<file path="config.mk">
export PLATFORM = sky130hd
export DESIGN_NAME = ucs_port_config
export DESIGN_NICKNAME = d
export VERILOG_FILES = /design/src/rtl/ucs_pkg.sv /design/src/rtl/ucs_port_config.sv
export SDC_FILE = /design/constraint.sdc
export NUM_CORES = 1
export LEC_CHECK = 0
export BUFFER_PORTS_ARGS = -buffer_cell sky130_fd_sc_hd__clkbuf_2
export CAP_MARGIN = 10
export CORE_ASPECT_RATIO = 1.5
export CORE_MARGIN = 2
export CORE_UTILIZATION = 55
export CTS_CLUSTER_DIAMETER = 50
export DETAILED_ROUTE_END_ITERATION = 12
export MAX_ROUTING_LAYER = met4
export PLACE_DENSITY = 0.8
export SYNTH_ARGS = -nofsm -noshare
export SYNTH_HDL_FRONTEND = slang
export SYNTH_SLANG_ARGS = --single-unit
export TNS_END_PERCENT = 1
</file>
<file path="constraint.sdc">
create_clock -name SYS_CLK_I -period 15.7 [get_ports SYS_CLK_I]
set_input_delay 1.57 -clock SYS_CLK_I [delete_from_list [all_inputs] [get_ports SYS_CLK_I]]
set_output_delay 1.57 -clock SYS_CLK_I [all_outputs]
set_load 0.01 [all_outputs]
</file>
<file path="src/rtl/ucs_pkg.sv">
package ucs_pkg;
   // ************************************************************
   // APB register map (byte addresses)
   // ************************************************************
   localparam logic [7:0] ADDR_SETUP0 = 8'h00;
   localparam logic [7:0] ADDR_SETUP1 = 8'h04;
   localparam logic [7:0] ADDR_SETUP2 = 8'h08;
   localparam logic [7:0] ADDR_CTRL = 8'h0C;
   localparam logic [7:0] ADDR_STATUS = 8'h10;
   localparam logic [7:0] ADDR_STEPS = 8'h14;

   // ************************************************************
   // Field positions
   // ************************************************************
   localparam int SETUP0_SPREAD_BIT = 0;
   localparam int SETUP0_SYNC_IN_BIT = 1;
   localparam int SETUP0_FREQ_LSB = 4;
   localparam int STATUS_ADDR_LSB = 0;
   localparam int STATUS_PASS_BIT = 8;
   localparam int STATUS_EMU_BIT = 9;
   localparam int STATUS_INVALID_BIT = 10;
   localparam int STATUS_DONE_BIT = 11;
   localparam int STEPS_B_LSB = 4;
   localparam int STEPS_C_LSB = 8;

   // ************************************************************
   // Values and reset values
   // ************************************************************
   localparam logic [11:0] SWITCHING_FREQ_KHZ = 12'h0898;
   localparam logic [4:0] TARGET_ADDR_UPPER = 5'h0C;
   localparam logic [2:0] LIM_CODE_0P55 = 3'h0;
   localparam logic [2:0] LIM_CODE_1P62 = 3'h4;
   localparam logic [2:0] LIM_CODE_MAX = 3'h4;
   localparam logic [2:0] RST_DC_LIMIT = 3'h4;
   localparam logic [4:0] RST_GAIN = 5'h00;
   localparam logic [1:0] RST_CHARGE_DETECT = 2'h0;
   localparam logic [3:0] STRAP_A_ACCEPT_MASK = 4'hC;

   // ************************************************************
   // Strap quantizer thresholds in ohms, midway between steps except the top one (57350)
   // ************************************************************
   localparam int RES_W = 17;
   localparam int NUM_THRESH = 15;
   localparam logic [RES_W-1:0] STRAP_THRESH [NUM_THRESH] = '{
      17'd295, 17'd760, 17'd1115, 17'd1520, 17'd2000, 17'd2600, 17'd3340, 17'd4245,
      17'd5395, 17'd6955, 17'd9185, 17'd12600, 17'd18650, 17'd32900, 17'd57350};

   // ************************************************************
   // Timing
   // ************************************************************
   localparam int CLK_FREQ_HZ = 25000000;
   localparam int SETTLE_TIME_NS = 1000;
   localparam int SETTLE_CYC = (SETTLE_TIME_NS * (CLK_FREQ_HZ / 1000000) + 999) / 1000;

   typedef enum logic [1:0] {ST_IDLE, ST_SETTLE, ST_LOAD, ST_RUN} ucs_state_t;
endpackage

</file>
<file path="src/rtl/ucs_port_config.sv">
`timescale 1ns/1ps
//Contract
// - Bus variant picks DC limit from a 3-bit field, five values.
// - Strap variant offers only a subset of limits, from strap C step.
// - Bus variant holds a 5-bit droop gain field.
// - Strap variant: gain low four bits from strap B, msb from strap C.
// - Bus variant: enable low opens switches; cd/profile choose pass or CDP.
// - Enable high with supply low is an invalid mode; the code flags it only once the sequencer has reached run.
// - Strap variant: profile low pass-through, high CDP with emulation steering.
// - Profile low at startup gives pass-through, except in the bus variant with cd kept at 1 from an earlier run.
// - Role swap needs no register write.
// - Strap values preload registers once the settle time has passed after the enable rising edge.
// - After startup software may overwrite preloaded registers; the code refuses writes to the status and steps words.
// - Bus variant: strap A gives spread enable and sync direction.
// - Strap A decode: spread on 0-7, sync in 0-3/8-11, address low step mod 4.
// - Strap variant uses the two-wire pins as straps B and C.
// - Strap variant: strap A sets frequency, sync direction and spread.
// - Strap variant accepts steps 0,4,8,12, all at 2200 kHz.
// - Strap variant: strap C sets limit and gain msb.
// - Strap B step is gain low bits; strap C step 0 gives msb 0, 0.55 A.
// - Spread enable sits in setup 0, preloaded from strap A.
// - Target address is a fixed upper part plus strap A low bits.
module ucs_port_config
   import ucs_pkg::*;
#(
   parameter bit BUS_VARIANT = 1'b1
) (
   input wire logic SYS_CLK_I,
   input wire logic RST_I,
   input wire logic PSEL_I,
   input wire logic PENABLE_I,
   input wire logic PWRITE_I,
   input wire logic [7:0] PADDR_I,
   input wire logic [31:0] PWDATA_I,
   output logic [31:0] PRDATA_O,
   output logic PREADY_O,
   output logic PSLVERR_O,
   input wire logic HIGH_VOLTAGE_ENABLE_I,
   input wire logic SUPPLY_OK_I,
   input wire logic PROFILE_SEL_I,
   input wire logic EMULATION_ACTIVE_I,
   input wire logic [RES_W-1:0] STRAP_PIN_A_OHMS_I,
   input wire logic [RES_W-1:0] STRAP_PIN_B_OHMS_I,
   input wire logic [RES_W-1:0] STRAP_PIN_C_OHMS_I,
   output logic PASS_SWITCH_O,
   output logic EMULATION_SWITCH_O,
   output logic MODE_INVALID_O,
   output logic SPREAD_EN_O,
   output logic SYNC_DIR_IN_O,
   output logic [4:0] GAIN_O,
   output logic [2:0] DC_LIMIT_SEL_O,
   output logic [6:0] TARGET_ADDR_O,
   output logic LOAD_DONE_O
);
   // ************************************************************
   // Pin synchronisers
   // ************************************************************
   logic [3:0] pin_s1_reg;
   logic [3:0] pin_s2_reg;
   logic hv_s3_reg;
   logic [RES_W-1:0] res_s1_reg [3];
   logic [RES_W-1:0] res_s2_reg [3];
   logic hv_s2, sup_s2, prof_s2, emu_s2, hv_rise;

   always_ff @(posedge SYS_CLK_I) begin
      if (RST_I) begin
         pin_s1_reg <= 4'h0;
         pin_s2_reg <= 4'h0;
         hv_s3_reg <= 1'b0;
      end else begin
         pin_s1_reg <= {EMULATION_ACTIVE_I, PROFILE_SEL_I, SUPPLY_OK_I, HIGH_VOLTAGE_ENABLE_I};
         pin_s2_reg <= pin_s1_reg;
         hv_s3_reg <= pin_s2_reg[0];
      end
   end

   // Resistance codes only matter at the load instant, long after settle
   always_ff @(posedge SYS_CLK_I) begin
      if (RST_I) begin
         res_s1_reg <= '{default: '0};
         res_s2_reg <= '{default: '0};
      end else begin
         res_s1_reg <= '{STRAP_PIN_A_OHMS_I, STRAP_PIN_B_OHMS_I, STRAP_PIN_C_OHMS_I};
         res_s2_reg <= res_s1_reg;
      end
   end

   assign hv_s2 = pin_s2_reg[0];
   assign sup_s2 = pin_s2_reg[1];
   assign prof_s2 = pin_s2_reg[2];
   assign emu_s2 = pin_s2_reg[3];
   assign hv_rise = hv_s2 & ~hv_s3_reg;

   // ************************************************************
   // Strap quantizer
   // ************************************************************
   logic [NUM_THRESH-1:0] above [3];
   logic [3:0] step_a, step_b, step_c;

   for (genvar p = 0; p < 3; p++) begin : g_pin
      for (genvar t = 0; t < NUM_THRESH; t++) begin : g_th
         assign above[p][t] = res_s2_reg[p] >= STRAP_THRESH[t];
      end
   end

   always_comb begin
      step_a = 4'h0;
      step_b = 4'h0;
      step_c = 4'h0;
      for (int t = 0; t < NUM_THRESH; t++) begin
         step_a = step_a + 4'(above[0][t]);
         step_b = step_b + 4'(above[1][t]);
         step_c = step_c + 4'(above[2][t]);
      end
      if (!BUS_VARIANT) begin
         step_a = step_a & STRAP_A_ACCEPT_MASK;
      end
   end

   // ************************************************************
   // Startup sequencer
   // ************************************************************
   ucs_state_t state_reg, state_next;
   logic [7:0] settle_cnt_reg;

   always_comb begin
      state_next = state_reg;
      unique case (state_reg)
         ST_IDLE: begin
            if (hv_rise) begin
               state_next = ST_SETTLE;
            end
         end
         ST_SETTLE: begin
            if (settle_cnt_reg == 8'(SETTLE_CYC - 1)) begin
               state_next = ST_LOAD;
            end
         end
         ST_LOAD: state_next = ST_RUN;
         ST_RUN: state_next = ST_RUN;
      endcase
      if (!hv_s2) begin
         state_next = ST_IDLE;
      end
   end

   always_ff @(posedge SYS_CLK_I) begin
      if (RST_I) begin
         state_reg <= ST_IDLE;
         settle_cnt_reg <= 8'h00;
      end else begin
         state_reg <= state_next;
         settle_cnt_reg <= (state_reg == ST_SETTLE) ? settle_cnt_reg + 8'h01 : 8'h00;
      end
   end

   // ************************************************************
   // APB slave, one wait state
   // ************************************************************
   logic apb_access, wr_fire, addr_ok, wr_bad;
   logic [31:0] rd_data;
   logic spread_reg, sync_in_reg;
   logic [4:0] gain_reg;
   logic [2:0] limit_reg;
   logic [1:0] cd_reg, addr_lo_reg;
   logic [11:0] steps_reg;
   logic pass_reg, emu_reg, invalid_reg, done_reg;

   assign apb_access = PSEL_I & PENABLE_I & ~PREADY_O;
   // Writes land on the completing edge, as the master samples pready
   assign wr_fire = PSEL_I & PENABLE_I & PWRITE_I & PREADY_O & ~PSLVERR_O;

   always_comb begin
      addr_ok = 1'b1;
      rd_data = 32'h0000_0000;
      unique case (PADDR_I)
         ADDR_SETUP0: begin
            rd_data[SETUP0_SPREAD_BIT] = spread_reg;
            rd_data[SETUP0_SYNC_IN_BIT] = sync_in_reg;
            rd_data[SETUP0_FREQ_LSB +: 12] = SWITCHING_FREQ_KHZ;
         end
         ADDR_SETUP1: rd_data[4:0] = gain_reg;
         ADDR_SETUP2: rd_data[2:0] = limit_reg;
         ADDR_CTRL: rd_data[1:0] = cd_reg;
         ADDR_STATUS: begin
            rd_data[STATUS_ADDR_LSB +: 7] = {TARGET_ADDR_UPPER, addr_lo_reg};
            rd_data[STATUS_PASS_BIT] = pass_reg;
            rd_data[STATUS_EMU_BIT] = emu_reg;
            rd_data[STATUS_INVALID_BIT] = invalid_reg;
            rd_data[STATUS_DONE_BIT] = done_reg;
         end
         ADDR_STEPS: rd_data[11:0] = steps_reg;
         default: addr_ok = 1'b0;
      endcase
      // Only setup and control words are writable, and only once running
      wr_bad = (state_reg != ST_RUN) || (PADDR_I == ADDR_STATUS) || (PADDR_I == ADDR_STEPS)
         || ((PADDR_I == ADDR_SETUP2) && (PWDATA_I[2:0] > LIM_CODE_MAX));
   end

   always_ff @(posedge SYS_CLK_I) begin
      if (RST_I) begin
         PREADY_O <= 1'b0;
         PSLVERR_O <= 1'b0;
         PRDATA_O <= 32'h0000_0000;
      end else begin
         PREADY_O <= apb_access;
         PSLVERR_O <= apb_access & (~addr_ok | (PWRITE_I & wr_bad));
         PRDATA_O <= (apb_access & ~PWRITE_I & addr_ok) ? rd_data : 32'h0000_0000;
      end
   end

   // ************************************************************
   // Configuration registers
   // ************************************************************
   always_ff @(posedge SYS_CLK_I) begin
      if (RST_I) begin
         spread_reg <= 1'b0;
         sync_in_reg <= 1'b0;
      end else if (state_reg == ST_LOAD) begin
         spread_reg <= ~step_a[3];
         sync_in_reg <= ~step_a[2];
      end else if (wr_fire && PADDR_I == ADDR_SETUP0) begin
         spread_reg <= PWDATA_I[SETUP0_SPREAD_BIT];
         sync_in_reg <= PWDATA_I[SETUP0_SYNC_IN_BIT];
      end
   end

   always_ff @(posedge SYS_CLK_I) begin
      if (RST_I) begin
         gain_reg <= RST_GAIN;
      end else if (state_reg == ST_LOAD && !BUS_VARIANT) begin
         gain_reg <= {step_c[2], step_b};
      end else if (wr_fire && PADDR_I == ADDR_SETUP1) begin
         gain_reg <= PWDATA_I[4:0];
      end
   end

   always_ff @(posedge SYS_CLK_I) begin
      if (RST_I) begin
         limit_reg <= RST_DC_LIMIT;
      end else if (state_reg == ST_LOAD && !BUS_VARIANT) begin
         limit_reg <= (step_c[1:0] == 2'h0) ? LIM_CODE_0P55 : LIM_CODE_1P62;
      end else if (wr_fire && PADDR_I == ADDR_SETUP2) begin
         limit_reg <= PWDATA_I[2:0];
      end
   end

   always_ff @(posedge SYS_CLK_I) begin
      if (RST_I) begin
         cd_reg <= RST_CHARGE_DETECT;
      end else if (wr_fire && PADDR_I == ADDR_CTRL && BUS_VARIANT) begin
         cd_reg <= PWDATA_I[1:0];
      end
   end

   always_ff @(posedge SYS_CLK_I) begin
      if (RST_I) begin
         addr_lo_reg <= 2'h0;
         steps_reg <= 12'h000;
         done_reg <= 1'b0;
      end else if (state_reg == ST_LOAD) begin
         addr_lo_reg <= step_a[1:0];
         steps_reg <= {step_c, step_b, step_a};
         done_reg <= 1'b1;
      end else if (state_reg == ST_IDLE) begin
         done_reg <= 1'b0;
      end
   end

   // ************************************************************
   // Data switch mode, straight from pins so role swaps need no software
   // ************************************************************
   logic cdp_mode;

   always_comb begin
      if (BUS_VARIANT) begin
         cdp_mode = (cd_reg == 2'h1) | prof_s2;
      end else begin
         cdp_mode = prof_s2;
      end
   end

   always_ff @(posedge SYS_CLK_I) begin
      if (RST_I) begin
         pass_reg <= 1'b0;
         emu_reg <= 1'b0;
         invalid_reg <= 1'b0;
      end else if (!hv_s2 || state_reg != ST_RUN) begin
         pass_reg <= 1'b0;
         emu_reg <= 1'b0;
         invalid_reg <= 1'b0;
      end else if (!sup_s2) begin
         pass_reg <= 1'b0;
         emu_reg <= 1'b0;
         invalid_reg <= 1'b1;
      end else if (cdp_mode) begin
         pass_reg <= ~emu_s2;
         emu_reg <= emu_s2;
         invalid_reg <= 1'b0;
      end else begin
         // Pass-through with no controller help keeps role swaps safe
         pass_reg <= 1'b1;
         emu_reg <= 1'b0;
         invalid_reg <= 1'b0;
      end
   end

   assign PASS_SWITCH_O = pass_reg;
   assign EMULATION_SWITCH_O = emu_reg;
   assign MODE_INVALID_O = invalid_reg;
   assign SPREAD_EN_O = spread_reg;
   assign SYNC_DIR_IN_O = sync_in_reg;
   assign GAIN_O = gain_reg;
   assign DC_LIMIT_SEL_O = limit_reg;
   assign TARGET_ADDR_O = {TARGET_ADDR_UPPER, addr_lo_reg};
   assign LOAD_DONE_O = done_reg;
endmodule
</file>
* Word-level counts from Yosys, hierarchy flattened
Index checks and enable logic that the tools add are counted.
** Word-level totals
- Logic and storage cells :: 196
- Flip-flop bits (word level) :: 185
- Output and inout bits :: 55
- Input port bits :: 100
** Cells by class
- Equality and inequality tests :: 13
- Bitwise logic cells :: 25
- Add/subtract/negate cells :: 43
- Muxes and demuxes :: 20
- Reduce and logical (&&, ||, !) cells :: 23
- Order comparisons :: 46
** Operators by type and width (number)
- >= comparator 17 x 11 -> 1 bit, second input constant :: 9
- >= comparator 17 x 13 -> 1 bit, second input constant :: 9
- adder 4 x 1 -> 4 bit :: 33
- >= comparator 17 x 12 -> 1 bit, second input constant :: 6
- >= comparator 17 x 14 -> 1 bit, second input constant :: 6
- >= comparator 17 x 16 -> 1 bit, second input constant :: 6
- >= comparator 17 x 10 -> 1 bit, second input constant :: 3
- >= comparator 17 x 15 -> 1 bit, second input constant :: 3
- >= comparator 17 x 9 -> 1 bit, second input constant :: 3
- == test 8 x 5 -> 1 bit, second input constant :: 3
- == test 8 x 4 -> 1 bit, second input constant :: 2
- NOT 1 bit :: 13
- adder 3 x 1 -> 4 bit :: 3
- one-hot mux 2 bit (6 select lines) :: 1
- one-hot mux 4 bit (3 select lines) :: 1
- AND 1 bit :: 10
- OR reduction 2 bit :: 5
- adder 2 x 1 -> 3 bit :: 3
- two-way mux 1 bit :: 9
- adder 8 x 1 -> 8 bit, second input constant :: 1
- == test 8 x 3 -> 1 bit, second input constant :: 1
- logical NOT 8 bit :: 1
- adder 1 x 1 -> 2 bit :: 3
- inequality test 2 bit, second input constant :: 3
- 19 further kinds :: 33

* Logic depth before layout (Yosys ltp)
- Depth after elaboration :: 17
- Mapped depth :: 18
- Mapped depth without buffers :: 17

* Least setup slack after synthesis
OpenSTA, ideal clock, no wires.
- Path type :: register -> register
- Start point :: register res_s2_reg[45] in the netlist's numbering
- End point :: register sync_in_reg, in the netlist SYNC_DIR_IN_O
- Cell stages (with the launch flop) :: 17
- Setup slack :: 10.788 ns
- Period minus slack after synthesis :: 4.912 ns
- Data required time :: 15.567 ns
- Arrival time :: 4.779 ns
- Buffers on the path :: 1
- Setup time :: 0.133 ns
- Cells stage by stage :: dfxtp_1 > clkbuf_1 > or3_1 > nor3_1 > o21ai_0 > a211o_1 > fa_1 > fa_1 > fa_1 > inv_1 > fa_1 > inv_1 > fa_1 > fa_1 > xor2_1 > nand2_1 > nor4b_2
** On the way
- Word-level cells in the longest chain between the ends :: 17
- Elaborated cells on any way between the ends :: 31
- Classes of those cells :: 14 x add/sub; 15 x order compare; 1 x mux; 1 x bitwise
** Ends and longest elaborated chain
- from (decl) :: RTL line ucs_port_config.sv:62 : logic [RES_W-1:0] res_s2_reg [3];
- from (signal assigned) :: RTL line ucs_port_config.sv:84 : res_s2_reg <= res_s1_reg;
- >= comparator 17 x 9 -> 1 bit or >= comparator 17 x 10 -> 1 bit (tied branches) :: RTL line ucs_port_config.sv:102 : assign above[p][t] = res_s2_reg[p] >= STRAP_THRESH[t];
- adder 1 x 1 -> 2 bit :: RTL line ucs_port_config.sv:111 : step_a = step_a + 4'(above[0][t]);
- adder 2 x 1 -> 3 bit :: RTL line ucs_port_config.sv:111
- adder 3 x 1 -> 4 bit :: RTL line ucs_port_config.sv:111
- adder 4 x 1 -> 4 bit (10 in series) :: RTL line ucs_port_config.sv:111
- adder 4 x 1 -> 4 bit * :: RTL line ucs_port_config.sv:111
- NOT 1 bit * :: RTL line ucs_port_config.sv:221 : sync_in_reg <= ~step_a[2];
- two-way mux 1 bit * :: RTL line ucs_port_config.sv:219 : end else if (state_reg == ST_LOAD) begin
- to (signal assigned) :: RTL line ucs_port_config.sv:221
- to (signal assigned) :: RTL line ucs_port_config.sv:224 : sync_in_reg <= PWDATA_I[SETUP0_SYNC_IN_BIT];
- to (decl) :: RTL line ucs_port_config.sv:162 : logic spread_reg, sync_in_reg;
Mark *: on every way between the ends. The rest lies on a longest branch, timed or not.
A chain may end at the register's enable or synchronous reset.

* Worst setup path after layout
- Start point :: register res_s2_reg[44] in the netlist's numbering
- End point :: register sync_in_reg, in the netlist SYNC_DIR_IN_O
The elaborated chain is that of the path after synthesis.

==> run_results.csv <==
group,metric,value,unit
cells_and_area,finalNetCount,1093,
setup_path,cp.depth,15,
setup_path,slowest_delay,560,ps
sta,layout_min_cycle_time,5280,ps
setup_path,path_common_cell,"fa_1",
floorplanning,rows,53,
power_and_ir_drop,seqPwrFrac,39.5,%
synth,yosysWarnings,0,
power_and_ir_drop,power.leakage,3.71,nW
clock_tree,cts_tree,"yes",
cells_and_area,layout.cells.non_filler,1160,
setup_path,worst-path-max-fanout,14,
drt,drc_errors,0,
synth,syn_avg_cell_area,8.83,µm²
drt,num_vias,6128,
floorplanning,die_h,150,µm
clock_tree,clockBufferDepth,2,
power_and_ir_drop,p_sw_share,28.1,%
run_status,status,"finished, final reports clean",
placement,hpwl,11300,µm
min_path,hp-class,"reg -> reg",
setup_path,critPathCaptureType,"register",
synth,synth_seq_area_share,41.8,%
cells_and_area,antenna_cells,0,
placement,io_buffers,103,
power_and_ir_drop,power,1.13,mW
cells_and_area,area_growth,13.6,%
drt,drt-initial-drc-count,226,
drt,vias_per_cell,5.28,
clock_tree,cts_buffers,17,
sta,drv_slew,0,
clock_tree,root_buffer,"clkbuf_16",
grt,antenna_found_initial,0,
sta,setup_violations,0,
setup_path,cp_slowest_cell,"fa_1",
power_and_ir_drop,combPwrFrac,23.1,%
clock_tree,clk_pin_slew_worst_paths,70,ps
setup_path,worst-setup-path-type,"reg -> reg",
synth,synthFlopType,"dfxtp_1",
sta,clock_skew,7.48,ps
cells_and_area,mostFrequentLayoutCells,"dfxtp_1, nor2b_1, clkbuf_2",
drt,wl_per_cell,13.2,µm
power_and_ir_drop,ir_worst_vdd,0.0000664,V
clock_tree,clk_latency,410,ps
setup_path,required,15980,ps
power_and_ir_drop,p_switching,0.316,mW
clock_tree,cts.sinks,164,
job,max-cap-violations,0,
grt,grt_max_degree,78,
synth,syn_inst,890,
floorplanning,initial_core_util,56.2,%
drt,antenna_left,0,
sta,rsz0062_at_grt,"no",
setup_path,crit_path_start_kind,"register",
floorplanning,ios,155,
power_and_ir_drop,power.density,126,nW/µm²
grt,grt_remaining_overflow,0,
floorplanning,die_w,102,µm
clock_tree,ctsResizeCount,0,
synth,syn_area,7860,µm²
power_and_ir_drop,clockPowerShare,37.4,%
floorplanning,design.die.area,15300,µm²
placement,numPlacedInstances,1128,
min_path,min_path_cells,1,
grt,grt_pass1_wl,26000,µm
power_and_ir_drop,internal_power,0.810,mW
drt,first_pass_iters,5,
setup_path,crit_buf_inv,2,
synth,synth-seq-cells,164,
sta,period_share,33.7,%
floorplanning,core-area,14000,µm²
drt,drt_wl_total,15300,µm
synth,synth-edff-count,0,
cells_and_area,final_common_cell,"dfxtp_1",
sta,fmax,189,MHz
grt,grt_use_total,21.6,%
setup_path,path_cells,"or3_1 -> nor3_1 -> o21ai_0 -> a211o_1 -> fa_1 -> fa_1 -> fa_1 -> inv_1 -> fa_1 -> inv_1 -> fa_1 -> fa_1 -> xor2_1 -> nand2_1 -> nor4b_2",
sta,fin_setup_tns,0,ps
cells_and_area,drive_gt1_share,15.0,%
clock_tree,h-tree-depth,4,
synth,ys_async_sr_fraction,0,%
setup_path,cp_top_family,"adder cells",
sta,worstMarginPinSlew,683,ps
sta,max_slew_margin,54.0,%
synth,netlist-cell-type-count,62,
setup_path,arrival,5560,ps
clock_tree,hold_buffers,0,
sta,finalHoldViolations,0,
placement,finalWeightedCongestion,0.931,
clock_tree,postCtsSetupBuffers,0,
setup_path,rr_worst_depth,15,
grt,grt_pass1_vias,5757,
[cells in the mapped netlist (all sizes together), types with 3 or more instances]
cell type | n | share of area, %
mux2 | 3 | 0.43
a21oi | 34 | 2.2
nor3 | 25 | 1.7
nand4b | 5 | 0.56
or4 | 6 | 0.62
nand3 | 26 | 1.7
clkbuf | 52 | 2.5
dfxtp | 164 | 42
nand2 | 76 | 3.6
mux2i | 13 | 1.7
buf | 29 | 2.6
nand4 | 11 | 0.88
ha | 8 | 1.3
a211oi | 14 | 1.3
or3 | 8 | 0.64
xnor2 | 3 | 0.33
o21ai | 47 | 3.0
inv | 54 | 2.6
a31oi | 13 | 1.0
and2 | 3 | 0.24
nand2b | 6 | 0.48
a21boi | 4 | 0.38
nor3b | 3 | 0.29
o21a | 5 | 0.48
a41o | 4 | 0.51
o31ai | 7 | 0.67
nor2 | 54 | 2.6
a2111oi | 4 | 0.53
nor2b | 114 | 9.1
o211ai | 11 | 1.1
a21o | 11 | 1.1
xor2 | 4 | 0.45
fa | 30 | 7.6
nor4 | 10 | 0.99
[stage by stage]
step / utilization [%] / area [µm²] / setup WS [ps] / hold slack (ps)
after floorplan: - / 7940 / 10790 / 398
after global placement: 59.4 / 8310 / 10460 / 416
after detailed placement: 59.4 / 8310 / 10450 / 420
after CTS: 63.8 / 8920 / 10410 / 435
after global routing: 63.8 / 8920 / 10200 / 446
final: 63.8 / 8920 / 10420 / 431
[kinds of logic after synthesis]
kind of cell	synth area share [%]
and+or+nand+nor	24.6
AOI/OAI and AO/OA	14.0
DFF	41.8
buffers and inverters	7.71
adders and majority gates	8.92
muxes	2.09
xor gates and xnor gates	0.780
other	0.0956
[worst reg2reg max path: stages (launching register included)]
cell and delay [ps]:
dfxtp_1 430, or3_1 500, nor3_1 260, o21ai_0 130, a211o_1 330, fa_1 530, fa_1 440, fa_1 560
inv_1 60, fa_1 530, inv_1 50, fa_1 460, fa_1 410, xor2_1 200, nand2_1 90, nor4b_2 190
[worst paths after layout]
| kind | startpoint | end | slack (ps) |
|---|---|---|---|
| hold reg to reg | res_s1_reg[41] | res_s2_reg[41] | 430 |
| hold / removal | res_s1_reg[41] | res_s2_reg[41] | 430 |
| setup reg to reg | res_s2_reg[44] | SYNC_DIR_IN_O | 10420 |
| setup / recovery | res_s2_reg[44] | SYNC_DIR_IN_O | 10420 |
[power groups by stage]
stage                     registers, mW  clock network [mW]  logic [mW]
final                             0.445               0.421       0.260
after global routing              0.447               0.448       0.306
after CTS                         0.444               0.430       0.266
after detailed placement          0.453                   0       0.266
after global placement            0.453                   0       0.251
after floorplan                   0.444                   0       0.216
[per-layer routing]
metal  wire length [µm]  vias to the layer above  GRT usage [%]
li1                   -                     3093              -
met1               6350                     2814           24.8
met2               7900                      185           37.0
met3                646                       36           3.11
met4                425                        0           9.53
met5                  0                        -              -
[area by class of cell]
class,count,area [µm²]
clock buffers,22,464
repair buffers,105,533
flip-flops and latches,164,3280
clock inverters,10,148
well taps,192,240
multi-input cells,613,4050
fillers,1167,5070
inverters,54,203
No activity file was read; power rests on OpenSTA's default activity.
